$ cat src/hw/tlic_pkg.sv
// Constants, register map and types of the two-level interrupt controller
package tlic_pkg;

    // ********************************************************
    // Register offsets and reset values
    // ********************************************************
    localparam logic [7:0] ADDR_ENABLE = 8'hA8;
    localparam logic [7:0] ADDR_SECONDARY = 8'hA9;
    localparam logic [7:0] ADDR_PRIORITY = 8'hB8;
    localparam logic [7:0] ADDR_WDC = 8'hC0;
    localparam logic [7:0] ADDR_STAT = 8'hC1;
    localparam logic [7:0] RST_ENABLE = 8'h00;
    localparam logic [7:0] RST_SECONDARY = 8'hA0;
    localparam logic [7:0] RST_PRIORITY = 8'h00;
    localparam logic [7:0] RST_WDC = 8'h00;
    // Bit-addressable registers occupy these upper five address bits
    localparam logic [4:0] BIT_BASE_ENABLE = 5'h15;
    localparam logic [4:0] BIT_BASE_PRIORITY = 5'h17;

    // ********************************************************
    // Field positions
    // ********************************************************
    localparam int EN_GLOBAL = 7;
    localparam int EN_ADC = 6;
    localparam int EN_T2 = 5;
    localparam int EN_UART = 4;
    localparam int EN_T1 = 3;
    localparam int EN_EXT1 = 2;
    localparam int EN_T0 = 1;
    localparam int EN_EXT0 = 0;
    localparam int PRI_RESERVED = 7;
    localparam int SEC_WK_PRIO = 6;
    localparam int SEC_PSM_PRIO = 5;
    localparam int SEC_SPI_PRIO = 4;
    localparam int SEC_WK_EN = 2;
    localparam int SEC_PSM_EN = 1;
    localparam int SEC_SPI_EN = 0;
    localparam int WDC_SEL = 0;
    localparam int WDC_TMO_LSB = 4;
    localparam int WDC_TMO_MSB = 7;

    // ********************************************************
    // Sources in polling order, index 0 polled first
    // ********************************************************
    localparam int NUM_SRC = 11;
    localparam logic [3:0] SRC_PSM = 4'h0;
    localparam logic [3:0] SRC_WD = 4'h1;
    localparam logic [3:0] SRC_EXT0 = 4'h2;
    localparam logic [3:0] SRC_ADC = 4'h3;
    localparam logic [3:0] SRC_T0 = 4'h4;
    localparam logic [3:0] SRC_EXT1 = 4'h5;
    localparam logic [3:0] SRC_T1 = 4'h6;
    localparam logic [3:0] SRC_SPI = 4'h7;
    localparam logic [3:0] SRC_UART = 4'h8;
    localparam logic [3:0] SRC_T2 = 4'h9;
    localparam logic [3:0] SRC_WK = 4'hA;

    // Service state, one-hot
    typedef enum logic [3:0] {
        ST_IDLE = 4'b0001,
        ST_LO = 4'b0010,
        ST_HI = 4'b0100,
        ST_HI_LO = 4'b1000
    } tlic_state_e;

    // Code address that each source jumps to
    function automatic logic [15:0] vector_of(input logic [3:0] idx);
        logic [15:0] v;
        v = 16'h0000;
        case (idx)
            SRC_EXT0: v = 16'h0003;
            SRC_T0: v = 16'h000B;
            SRC_EXT1: v = 16'h0013;
            SRC_T1: v = 16'h001B;
            SRC_UART: v = 16'h0023;
            SRC_T2: v = 16'h002B;
            SRC_ADC: v = 16'h0033;
            SRC_SPI: v = 16'h003B;
            SRC_PSM: v = 16'h0043;
            SRC_WK: v = 16'h0053;
            SRC_WD: v = 16'h005B;
            default: v = 16'h0000;
        endcase
        return v;
    endfunction

endpackage

$ cat src/hw/tlic_arb.sv
// Fixed-order two-level request arbiter
`timescale 1ns/1ns
module tlic_arb (
    input wire logic [10:0] cand,
    input wire logic [10:0] hi,
    output logic gnt_valid,
    output logic [3:0] gnt_idx,
    output logic gnt_hi
);

    // ********************************************************
    // Level pick, then lowest index inside the level
    // ********************************************************
    logic [10:0] hi_cand;
    logic [10:0] pool;

    // High level wins outright when any is present
    always_comb
    begin
        hi_cand = cand & hi;
        pool = (|hi_cand) ? hi_cand : cand;
        gnt_valid = |cand;
        gnt_hi = |hi_cand;
        gnt_idx = 4'h0;
        // Scan downward so the lowest index is left last
        for (int i = 10; i >= 0; i--)
        begin
            if (pool[i])
            begin
                gnt_idx = 4'(i);
            end
        end
    end

endmodule

$ cat src/hw/tlic_regs.sv
// Register file of the interrupt controller with byte and bit writes
`timescale 1ns/1ns
module tlic_regs (
    input wire logic clk,
    input wire logic rst_n,
    input wire logic [7:0] addr,
    input wire logic [7:0] wdata,
    input wire logic wr,
    input wire logic rd,
    input wire logic bit_wr,
    input wire logic [7:0] bit_addr,
    input wire logic bit_wdata,
    input wire logic [7:0] status,
    output logic [7:0] irq_enable_reg_q,
    output logic [7:0] irq_priority_reg_q,
    output logic [7:0] secondary_irq_ctrl_q,
    output logic [7:0] wdc_q,
    output logic [7:0] rdata_q
);

    // ********************************************************
    // Storage and read mux
    // ********************************************************
    logic [7:0] irq_enable_reg_d;
    logic [7:0] irq_priority_reg_d;
    logic [7:0] secondary_irq_ctrl_d;
    logic [7:0] wdc_d;
    logic [7:0] rdata_d;

    // Byte write first, then single-bit write on top of it
    always_comb
    begin
        irq_enable_reg_d = irq_enable_reg_q;
        irq_priority_reg_d = irq_priority_reg_q;
        secondary_irq_ctrl_d = secondary_irq_ctrl_q;
        wdc_d = wdc_q;
        rdata_d = 8'h00;
        if (wr && addr == tlic_pkg::ADDR_ENABLE)
            irq_enable_reg_d = wdata;
        if (wr && addr == tlic_pkg::ADDR_PRIORITY)
            irq_priority_reg_d = wdata;
        // Reserved bit 3 is stored as written and steers nothing
        if (wr && addr == tlic_pkg::ADDR_SECONDARY)
            secondary_irq_ctrl_d = wdata;
        if (wr && addr == tlic_pkg::ADDR_WDC)
            wdc_d = wdata;
        if (bit_wr && bit_addr[7:3] == tlic_pkg::BIT_BASE_ENABLE)
            irq_enable_reg_d[bit_addr[2:0]] = bit_wdata;
        if (bit_wr && bit_addr[7:3] == tlic_pkg::BIT_BASE_PRIORITY)
            irq_priority_reg_d[bit_addr[2:0]] = bit_wdata;
        // Unmapped offsets read as zero
        if (rd)
        begin
            case (addr)
                tlic_pkg::ADDR_ENABLE: rdata_d = irq_enable_reg_q;
                tlic_pkg::ADDR_PRIORITY:
                    rdata_d = irq_priority_reg_q & ~(8'h01 << tlic_pkg::PRI_RESERVED);
                tlic_pkg::ADDR_SECONDARY: rdata_d = secondary_irq_ctrl_q;
                tlic_pkg::ADDR_WDC: rdata_d = wdc_q;
                tlic_pkg::ADDR_STAT: rdata_d = status;
                default: rdata_d = 8'h00;
            endcase
        end
    end

    always_ff @(posedge clk or negedge rst_n)
    begin
        if (!rst_n)
        begin
            irq_enable_reg_q <= tlic_pkg::RST_ENABLE;
            irq_priority_reg_q <= tlic_pkg::RST_PRIORITY;
            secondary_irq_ctrl_q <= tlic_pkg::RST_SECONDARY;
            wdc_q <= tlic_pkg::RST_WDC;
            rdata_q <= 8'h00;
        end
        else
        begin
            irq_enable_reg_q <= irq_enable_reg_d;
            irq_priority_reg_q <= irq_priority_reg_d;
            secondary_irq_ctrl_q <= secondary_irq_ctrl_d;
            wdc_q <= wdc_d;
            rdata_q <= rdata_d;
        end
    end

endmodule

$ cat src/hw/tlic_top.sv
// Top of the two-level interrupt controller: gating, service state, vectors
//
// Operation
// - Enable bit 7 gates all maskable sources
// - Enable bits 6..0 gate seven core sources
// - Priority bits 6..0 pick level; bit 7 reserved
// - Secondary bits 6..4 pick three source levels
// - Secondary bits 2..0 enable three sources
// - High request preempts low service routine
// - Simultaneous mixed levels: high served first
// - Same level never preempts running routine
// - Same level resolved by fixed polling order
// - Acceptance pushes PC, loads source vector
// - Each source has its fixed vector address
// - Watchdog select makes timeout an interrupt
// - Watchdog interrupt always at high level
// - Global enable never masks watchdog interrupt
// - Watchdog interrupts only with nonzero timeout
// - Enable register resets zero, bit-addressable
//
// Strobed register access was left to the implementer.
`timescale 1ns/1ns
module tlic_top (
    input wire logic core_clk,
    input wire logic rst_n,
    input wire logic [7:0] reg_addr,
    input wire logic [7:0] reg_wdata,
    input wire logic reg_wr,
    input wire logic reg_rd,
    output logic [7:0] reg_rdata,
    input wire logic bit_wr,
    input wire logic [7:0] bit_addr,
    input wire logic bit_wdata,
    input wire logic supply_monitor_irq_flag,
    input wire logic ext0_irq_flag,
    input wire logic primary_adc_done,
    input wire logic aux_adc_done,
    input wire logic timer0_overflow_flag,
    input wire logic ext1_irq_flag,
    input wire logic timer1_overflow_flag,
    input wire logic spi_irq_flag,
    input wire logic uart_rx_flag,
    input wire logic uart_tx_flag,
    input wire logic timer2_overflow_flag,
    input wire logic timer2_external_flag,
    input wire logic wakeup_counter_irq_flag,
    input wire logic wd_timeout,
    input wire logic insn_boundary,
    input wire logic reti_done,
    output logic irq_take,
    output logic [15:0] irq_vector,
    output logic [3:0] irq_src,
    output logic wd_reset_req
);

    // ********************************************************
    // Reset release
    // ********************************************************
    logic [1:0] sync_q;
    logic [1:0] sync_d;
    logic rst_s_n;

    // Two stages so release never lands mid-setup
    always_comb
    begin
        sync_d = {sync_q[0], 1'b1};
    end

    always_ff @(posedge core_clk or negedge rst_n)
    begin
        if (!rst_n)
            sync_q <= 2'b00;
        else
            sync_q <= sync_d;
    end

    assign rst_s_n = sync_q[1];

    // ********************************************************
    // Registers
    // ********************************************************
    logic [7:0] irq_enable_reg;
    logic [7:0] irq_priority_reg;
    logic [7:0] secondary_irq_ctrl;
    logic [7:0] wdc;
    logic [7:0] status;
    logic wd_flag_q;
    logic wd_flag_d;
    tlic_pkg::tlic_state_e state_q;
    tlic_pkg::tlic_state_e state_d;
    logic hi_active;
    logic lo_active;

    tlic_regs u_regs (
        .clk(core_clk),
        .rst_n(rst_s_n),
        .addr(reg_addr),
        .wdata(reg_wdata),
        .wr(reg_wr),
        .rd(reg_rd),
        .bit_wr(bit_wr),
        .bit_addr(bit_addr),
        .bit_wdata(bit_wdata),
        .status(status),
        .irq_enable_reg_q(irq_enable_reg),
        .irq_priority_reg_q(irq_priority_reg),
        .secondary_irq_ctrl_q(secondary_irq_ctrl),
        .wdc_q(wdc),
        .rdata_q(reg_rdata)
    );

    // Live state shown to software
    always_comb
    begin
        hi_active = state_q == tlic_pkg::ST_HI || state_q == tlic_pkg::ST_HI_LO;
        lo_active = state_q == tlic_pkg::ST_LO || state_q == tlic_pkg::ST_HI_LO;
        status = {1'b0, wd_flag_q, hi_active, lo_active, irq_src};
    end

    // ********************************************************
    // Request gating
    // ********************************************************
    logic [10:0] req;
    logic [10:0] en;
    logic [10:0] hi;
    logic [10:0] elig;
    logic [10:0] cand;
    logic [10:0] wd_only;

    // Shared flags of one peripheral merge into one request
    always_comb
    begin
        req = '0;
        req[tlic_pkg::SRC_PSM] = supply_monitor_irq_flag;
        req[tlic_pkg::SRC_WD] = wd_flag_q;
        req[tlic_pkg::SRC_EXT0] = ext0_irq_flag;
        req[tlic_pkg::SRC_ADC] = primary_adc_done | aux_adc_done;
        req[tlic_pkg::SRC_T0] = timer0_overflow_flag;
        req[tlic_pkg::SRC_EXT1] = ext1_irq_flag;
        req[tlic_pkg::SRC_T1] = timer1_overflow_flag;
        req[tlic_pkg::SRC_SPI] = spi_irq_flag;
        req[tlic_pkg::SRC_UART] = uart_rx_flag | uart_tx_flag;
        req[tlic_pkg::SRC_T2] = timer2_overflow_flag | timer2_external_flag;
        req[tlic_pkg::SRC_WK] = wakeup_counter_irq_flag;
    end

    always_comb
    begin
        en = '0;
        en[tlic_pkg::SRC_PSM] = secondary_irq_ctrl[tlic_pkg::SEC_PSM_EN];
        en[tlic_pkg::SRC_WD] = 1'b1;
        en[tlic_pkg::SRC_EXT0] = irq_enable_reg[tlic_pkg::EN_EXT0];
        en[tlic_pkg::SRC_ADC] = irq_enable_reg[tlic_pkg::EN_ADC];
        en[tlic_pkg::SRC_T0] = irq_enable_reg[tlic_pkg::EN_T0];
        en[tlic_pkg::SRC_EXT1] = irq_enable_reg[tlic_pkg::EN_EXT1];
        en[tlic_pkg::SRC_T1] = irq_enable_reg[tlic_pkg::EN_T1];
        en[tlic_pkg::SRC_SPI] = secondary_irq_ctrl[tlic_pkg::SEC_SPI_EN];
        en[tlic_pkg::SRC_UART] = irq_enable_reg[tlic_pkg::EN_UART];
        en[tlic_pkg::SRC_T2] = irq_enable_reg[tlic_pkg::EN_T2];
        en[tlic_pkg::SRC_WK] = secondary_irq_ctrl[tlic_pkg::SEC_WK_EN];
    end

    always_comb
    begin
        hi = '0;
        hi[tlic_pkg::SRC_PSM] = secondary_irq_ctrl[tlic_pkg::SEC_PSM_PRIO];
        hi[tlic_pkg::SRC_WD] = 1'b1;
        hi[tlic_pkg::SRC_EXT0] = irq_priority_reg[tlic_pkg::EN_EXT0];
        hi[tlic_pkg::SRC_ADC] = irq_priority_reg[tlic_pkg::EN_ADC];
        hi[tlic_pkg::SRC_T0] = irq_priority_reg[tlic_pkg::EN_T0];
        hi[tlic_pkg::SRC_EXT1] = irq_priority_reg[tlic_pkg::EN_EXT1];
        hi[tlic_pkg::SRC_T1] = irq_priority_reg[tlic_pkg::EN_T1];
        hi[tlic_pkg::SRC_SPI] = secondary_irq_ctrl[tlic_pkg::SEC_SPI_PRIO];
        hi[tlic_pkg::SRC_UART] = irq_priority_reg[tlic_pkg::EN_UART];
        hi[tlic_pkg::SRC_T2] = irq_priority_reg[tlic_pkg::EN_T2];
        hi[tlic_pkg::SRC_WK] = secondary_irq_ctrl[tlic_pkg::SEC_WK_PRIO];
    end

    always_comb
    begin
        wd_only = '0;
        wd_only[tlic_pkg::SRC_WD] = 1'b1;
        elig = req & en & (irq_enable_reg[tlic_pkg::EN_GLOBAL] ? '1 : wd_only);
        if (hi_active)
            cand = '0;
        else if (lo_active)
            cand = elig & hi;
        else
            cand = elig;
    end

    // ********************************************************
    // Arbitration
    // ********************************************************
    logic gnt_valid;
    logic [3:0] gnt_idx;
    logic gnt_hi;

    tlic_arb u_arb (
        .cand(cand),
        .hi(hi),
        .gnt_valid(gnt_valid),
        .gnt_idx(gnt_idx),
        .gnt_hi(gnt_hi)
    );

    // ********************************************************
    // Acceptance, service level and watchdog
    // ********************************************************
    logic take_d;
    logic [15:0] vector_d;
    logic [3:0] src_d;
    logic wd_set;
    logic wd_clr;
    logic wd_reset_d;

    // One cycle gap after a take so the core can jump first
    always_comb
    begin
        take_d = insn_boundary & gnt_valid & ~irq_take;
        vector_d = take_d ? tlic_pkg::vector_of(gnt_idx) : irq_vector;
        src_d = take_d ? gnt_idx : irq_src;
    end

    always_comb
    begin
        wd_set = wd_timeout & wdc[tlic_pkg::WDC_SEL]
            & (wdc[tlic_pkg::WDC_TMO_MSB:tlic_pkg::WDC_TMO_LSB] != 4'h0);
        wd_clr = take_d && gnt_idx == tlic_pkg::SRC_WD;
        // A new timeout in the clearing cycle is kept
        wd_flag_d = (wd_flag_q & ~wd_clr) | wd_set;
        wd_reset_d = wd_timeout & ~wdc[tlic_pkg::WDC_SEL];
    end

    always_comb
    begin
        state_d = state_q;
        unique case (state_q)
            tlic_pkg::ST_IDLE:
                if (take_d)
                    state_d = gnt_hi ? tlic_pkg::ST_HI : tlic_pkg::ST_LO;
            tlic_pkg::ST_LO:
                if (take_d)
                    state_d = tlic_pkg::ST_HI_LO;
                else if (reti_done)
                    state_d = tlic_pkg::ST_IDLE;
            tlic_pkg::ST_HI:
                if (reti_done)
                    state_d = tlic_pkg::ST_IDLE;
            tlic_pkg::ST_HI_LO:
                if (reti_done)
                    state_d = tlic_pkg::ST_LO;
            default:
                state_d = tlic_pkg::ST_IDLE;
        endcase
    end

    // take pulse tells core to push PC and jump
    always_ff @(posedge core_clk or negedge rst_s_n)
    begin
        if (!rst_s_n)
        begin
            state_q <= tlic_pkg::ST_IDLE;
            wd_flag_q <= 1'b0;
            irq_take <= 1'b0;
            irq_vector <= 16'h0000;
            irq_src <= 4'h0;
            wd_reset_req <= 1'b0;
        end
        else
        begin
            state_q <= state_d;
            wd_flag_q <= wd_flag_d;
            irq_take <= take_d;
            irq_vector <= vector_d;
            irq_src <= src_d;
            wd_reset_req <= wd_reset_d;
        end
    end
endmodule

$ cat config.mk
export PLATFORM = sky130hd
export DESIGN_NAME = tlic_top
export DESIGN_NICKNAME = d
export VERILOG_FILES = /design/src/hw/tlic_pkg.sv /design/src/hw/tlic_arb.sv /design/src/hw/tlic_regs.sv /design/src/hw/tlic_top.sv
export SDC_FILE = /design/constraint.sdc
export NUM_CORES = 1
export LEC_CHECK = 0
export ABC_AREA = 1
export BUFFER_PORTS_ARGS = -buffer_cell sky130_fd_sc_hd__buf_4
export CAP_MARGIN = 10
export CORE_MARGIN = 1.5
export CORE_UTILIZATION = 50
export CTS_CLUSTER_SIZE = 40
export DETAILED_ROUTE_END_ITERATION = 6
export PLACE_DENSITY = 0.77
export RECOVER_POWER = 25
export SYNTH_ARGS = -nofsm -noshare
export SYNTH_HDL_FRONTEND = slang
export SYNTH_SLANG_ARGS = --single-unit
$ cat constraint.sdc
create_clock -name core_clk -period 1.6 [get_ports core_clk]
set_input_delay 0.24 -clock core_clk [delete_from_list [all_inputs] [get_ports core_clk]]
set_output_delay 0.24 -clock core_clk [all_outputs]
set_load 0.05 [all_outputs]
==> reports/qor.csv <==
stage,metric,value,unit
timing,worst setup margin,-1020,ps
floorplanning,Initial Util,52.25,%
clocking,worst skew pair latency,350,ps
logic_synthesis,largest family of logic cells by synthesized area,simple AND/OR/NAND/NOR gates,
timing,Slew headroom,48.47,%
run,maxcap violations,0,
global_routing,initial antenna violation count,0,
clocking,CTS max path bufs,2,
setup_path,kind of critical path,reg2reg,
timing,WHS,115.3,ps
cells_and_area,P&R area growth vs syn,52.89,%
timing,Setup Skew,7.844,ps
clocking,Num CTS Buffers,9,
global_routing,grt met2 use,54.62,%
global_routing,met1 GRT Util,40.63,%
global_routing,busiest grt layer,met2,
setup_path,Worst setup SP type,flop,
logic_synthesis,Synthesis Warnings,0,
drt,drt total wl,12.31,mm
cells_and_area,Non-Filler Instances,756,
logic_synthesis,asr flop ratio synth,100.0,%
pwr,total chip power,6.137,mW
global_routing,total global routing overflow,0,
logic_synthesis,most frequently used flop master after synthesis,dfrtp_1,
floorplanning,Die W,87.50,um
logic_synthesis,adder-cell share of the synthesized area,0,%
pwr,sequential share of power,29.1,%
timing,final worst path period need,2620,ps
floorplanning,die area,7655,um^2
drt,WL per Instance,16.28,um
global_routing,GRT met3 Usage,4.645,%
timing,Worst-Margin Slew,772.9,ps
global_routing,first-pass GRT wire length,18.71,mm
logic_synthesis,"Seq/Total Area, Yosys",40.06,%
setup_path,Worst Path Arrival,2900,ps
drt,vias per cell,5.483,
floorplanning,CORE AREA,6832,um^2
clocking,Clock Sinks,57,
logic_synthesis,Post-Synth Simple-Gate Area,30.53,%
pwr,Logic pwr share,43.9,%
logic_synthesis,Syn Inst Count,491,
timing,RSZ-0062 raised after global routing,true,
place,Port Buffer Count,65,
pwr,Sw Ratio,38.91,%
cells_and_area,# diodes,0,
clocking,Clock Root Buffer,clkbuf_8,
pwr,P_int,3.749,mW
logic_synthesis,average cell area after synthesis,7.270,um^2
cells_and_area,"commonest non-fill, non-tap cells in the layout","149 x buf_4, 78 x nand2_1, 65 x inv_1",
setup_path,kind of end point of the critical path,flop,
clocking,htree depth,3,
clocking,clk slew on worst S/H paths,70,ps
run_status,failing checks,negative setup slack,
drt,antenna-violating nets left,0,
floorplanning,std cell rows,30,
cells_and_area,layout cells sized above 1,41.36,%
floorplanning,Ports,76,
setup_path,worst-path fanout max,5,
timing,Highest Clock Rate,0.3817,GHz
clocking,TritonCTS clock tree,done,
place,GPL Wtd Cong,0.9601,
pwr,clock power share,27.0,%
timing,Final Max Tran Viols,0,
global_routing,GRT Overall Usage,32.26,%
global_routing,largest net degree at the start of global routing,56,
logic_synthesis,mux contribution to synthesized area,0.9464,%
timing,Tcrit/Tclk final,163.7,%
pwr,Net Sw Power,2.388,mW
hold_path,Hold Crit Class,in2reg,
pwr,LEAKAGE,2.735,nW
logic_synthesis,Compound-Gate Fraction of Synth Area,16.54,%
cells_and_area,layout net count,701,
pwr,peak supply drop,0.8260,mV
drt,Initial DRC Count,208,
logic_synthesis,synth unique cells,43,
logic_synthesis,number of synthesized flops with an enable pin,0,
run_status,status,finished with violations,
logic_synthesis,#FFs+latches synth,57,
floorplanning,die height,87.50,um
logic_synthesis,Mapped Area,3570,um^2
timing,final hold violation count,0,
drt,DR pass1 iterations,5,
drt,vias after detailed routing,4145,
global_routing,number of global-route vias before repair,3965,
place,HPWL after detailed placement,8.916,mm
drt,# DRC,0,
logic_synthesis,Synth Area in XOR/XNOR,0,%
cells_and_area,Fillers,482,
cells_and_area,"commonest non-fill, non-tap cell in the layout",buf_4,
timing,Final setup viols,17,
setup_path,Critical Path RT,1880,ps
cells_and_area,fin util,79.89,%
place,DP Cell Count,722,
pwr,Pwr Density,1124,nW/um^2
[cell families (layout without fill, tap and decap cells)]
logic type / count (synthesis) / count (layout)
flops: 57 / 57
other cells: 2 / 11
mux: 3 / 3
buf+inv: 95 / 255
compound gates: 98 / 98
simple gates: 236 / 236
[cell type report]
type	count	area, um^2	share of cell area (%)
Clock buffer	9	123.9	2.270
Multi-Input combinational cell	348	2076	38.03
Timing Repair Buffer	164	1292	23.68
Sequential cell	57	1434	26.27
Clock inverter	7	118.9	2.178
Inverter	75	292.8	5.365
Tap cell	96	120.1	2.201
[registers in the layout, summed over array words and instances (netlist names)]
name                         flops
u_regs.rdata_q                   8
irq_take                         1
u_regs.irq_enable_reg_q          8
u_regs.wdc_q                     8
u_regs.secondary_irq_ctrl_q      8
irq_vector                       5
wd_reset_req                     1
u_regs.irq_priority_reg_q        7
state_q                          4
sync_q                           2
irq_src                          4
wd_flag_q                        1
[synthesized netlist by cell type (2+ instances only)]
library cell  number  area share [%]
a31oi_1            2            0.35
nand4_1           12             2.1
mux2_2             3            0.95
a2111oi_0          3            0.74
a21oi_1           11             1.5
inv_1             68             7.2
nand2_1           94             9.9
o22ai_1           18             3.2
nand3_2            3            0.84
a21oi_2            2            0.49
conb_1             2            0.21
inv_2              6            0.63
nor2_2             5            0.88
nand2_2            6             1.1
nor2_4             5             1.6
clkbuf_1           5            0.53
o21ai_1            5            0.70
nand4_2            2            0.70
dfrtp_1           54              38
buf_4             12             2.5
a211oi_1           3            0.63
nor4_1             4            0.70
o21a_1             4            0.84
or2_2              2            0.35
o21ai_0           37             5.2
a22oi_1            6             1.3
buf_6              2            0.63
nor3_1             7            0.98
dfstp_2            3             2.2
nand3_1           26             3.6
nor2_1            67             7.0
[power groups by stage]
stage	clock network (mW)	logic, mW	registers, mW
4_1_cts	1.67	2.36	1.78
6_report	1.66	2.70	1.78
3_5_place_dp	0	2.15	1.80
2_1_floorplan	0	1.06	2.02
5_1_grt	1.73	2.88	1.80
3_3_place_gp	0	2.13	1.79
[critical path, stage by stage (launching register included)]
cell and delay, ps:
dfstp_2 560, nor2_4 60, nand3_4 110, buf_6 130, nand4_1 140, nand2_2 130, buf_6 100, inv_2 30
nand2_2 60, nor2_4 50, nand2_2 80, nand2_2 70, nand2_2 70, nand2_1 100, nor2_4 220, o21ai_2 100
nor2_4 180, inv_2 80, nor2_4 100, a21oi_1 60, a21oi_2 130
[repair_timing]
item | 4_1_cts | 5_1_grt
gates resized for setup | 30 | 59
endpoints found under the hold margin | 2 | 0
hold buffers | 1 | 0
pin swaps | 13 | 31
endpoints found under the setup margin | 17 | 18
gates cloned | 1 | 0
buffers inserted | 9 | 7
[worst paths after layout]
check / start / end / slack, ps / depth (start not counted)
max in group asynchronous: sync_q[1]$_DFF_PN0_ / state_q[2]$_DFFE_PN0P_ / 600 / 1
min: wd_timeout / wd_reset_req$_DFF_PN0_ / 120 / 3
max: state_q[0]$_DFFE_PN1P_ / irq_vector[4]$_DFFE_PN0P_ / -1020 / 20
max reg2reg: state_q[0]$_DFFE_PN1P_ / irq_vector[4]$_DFFE_PN0P_ / -1020 / 20
min in group asynchronous: rst_n / sync_q[0]$_DFF_PN0_ / 210 / 2
min reg2reg: sync_q[0]$_DFF_PN0_ / sync_q[1]$_DFF_PN0_ / 360 / 0
[metrics by stage]
step | TNS, ps | instance area, um^2 | setup WS, ps
after floorplan | -6017 | 3645 | -588.3
after global placement | -14500 | 4737 | -1029
after detailed placement | -15010 | 4737 | -967.4
after CTS | -12320 | 5202 | -892.5
after global routing | -14860 | 5458 | -1212
final | -12530 | 5458 | -1020
[per-layer routing]
| layer | part of all wire (%) | vias up |
|---|---|---|
| li1 | - | 1928 |
| met1 | 39 | 1984 |
| met2 | 50 | 190 |
| met3 | 6.6 | 43 |
| met4 | 3.9 | 0 |
| met5 | 0 | - |
Power figures use the tool's default switching activity.
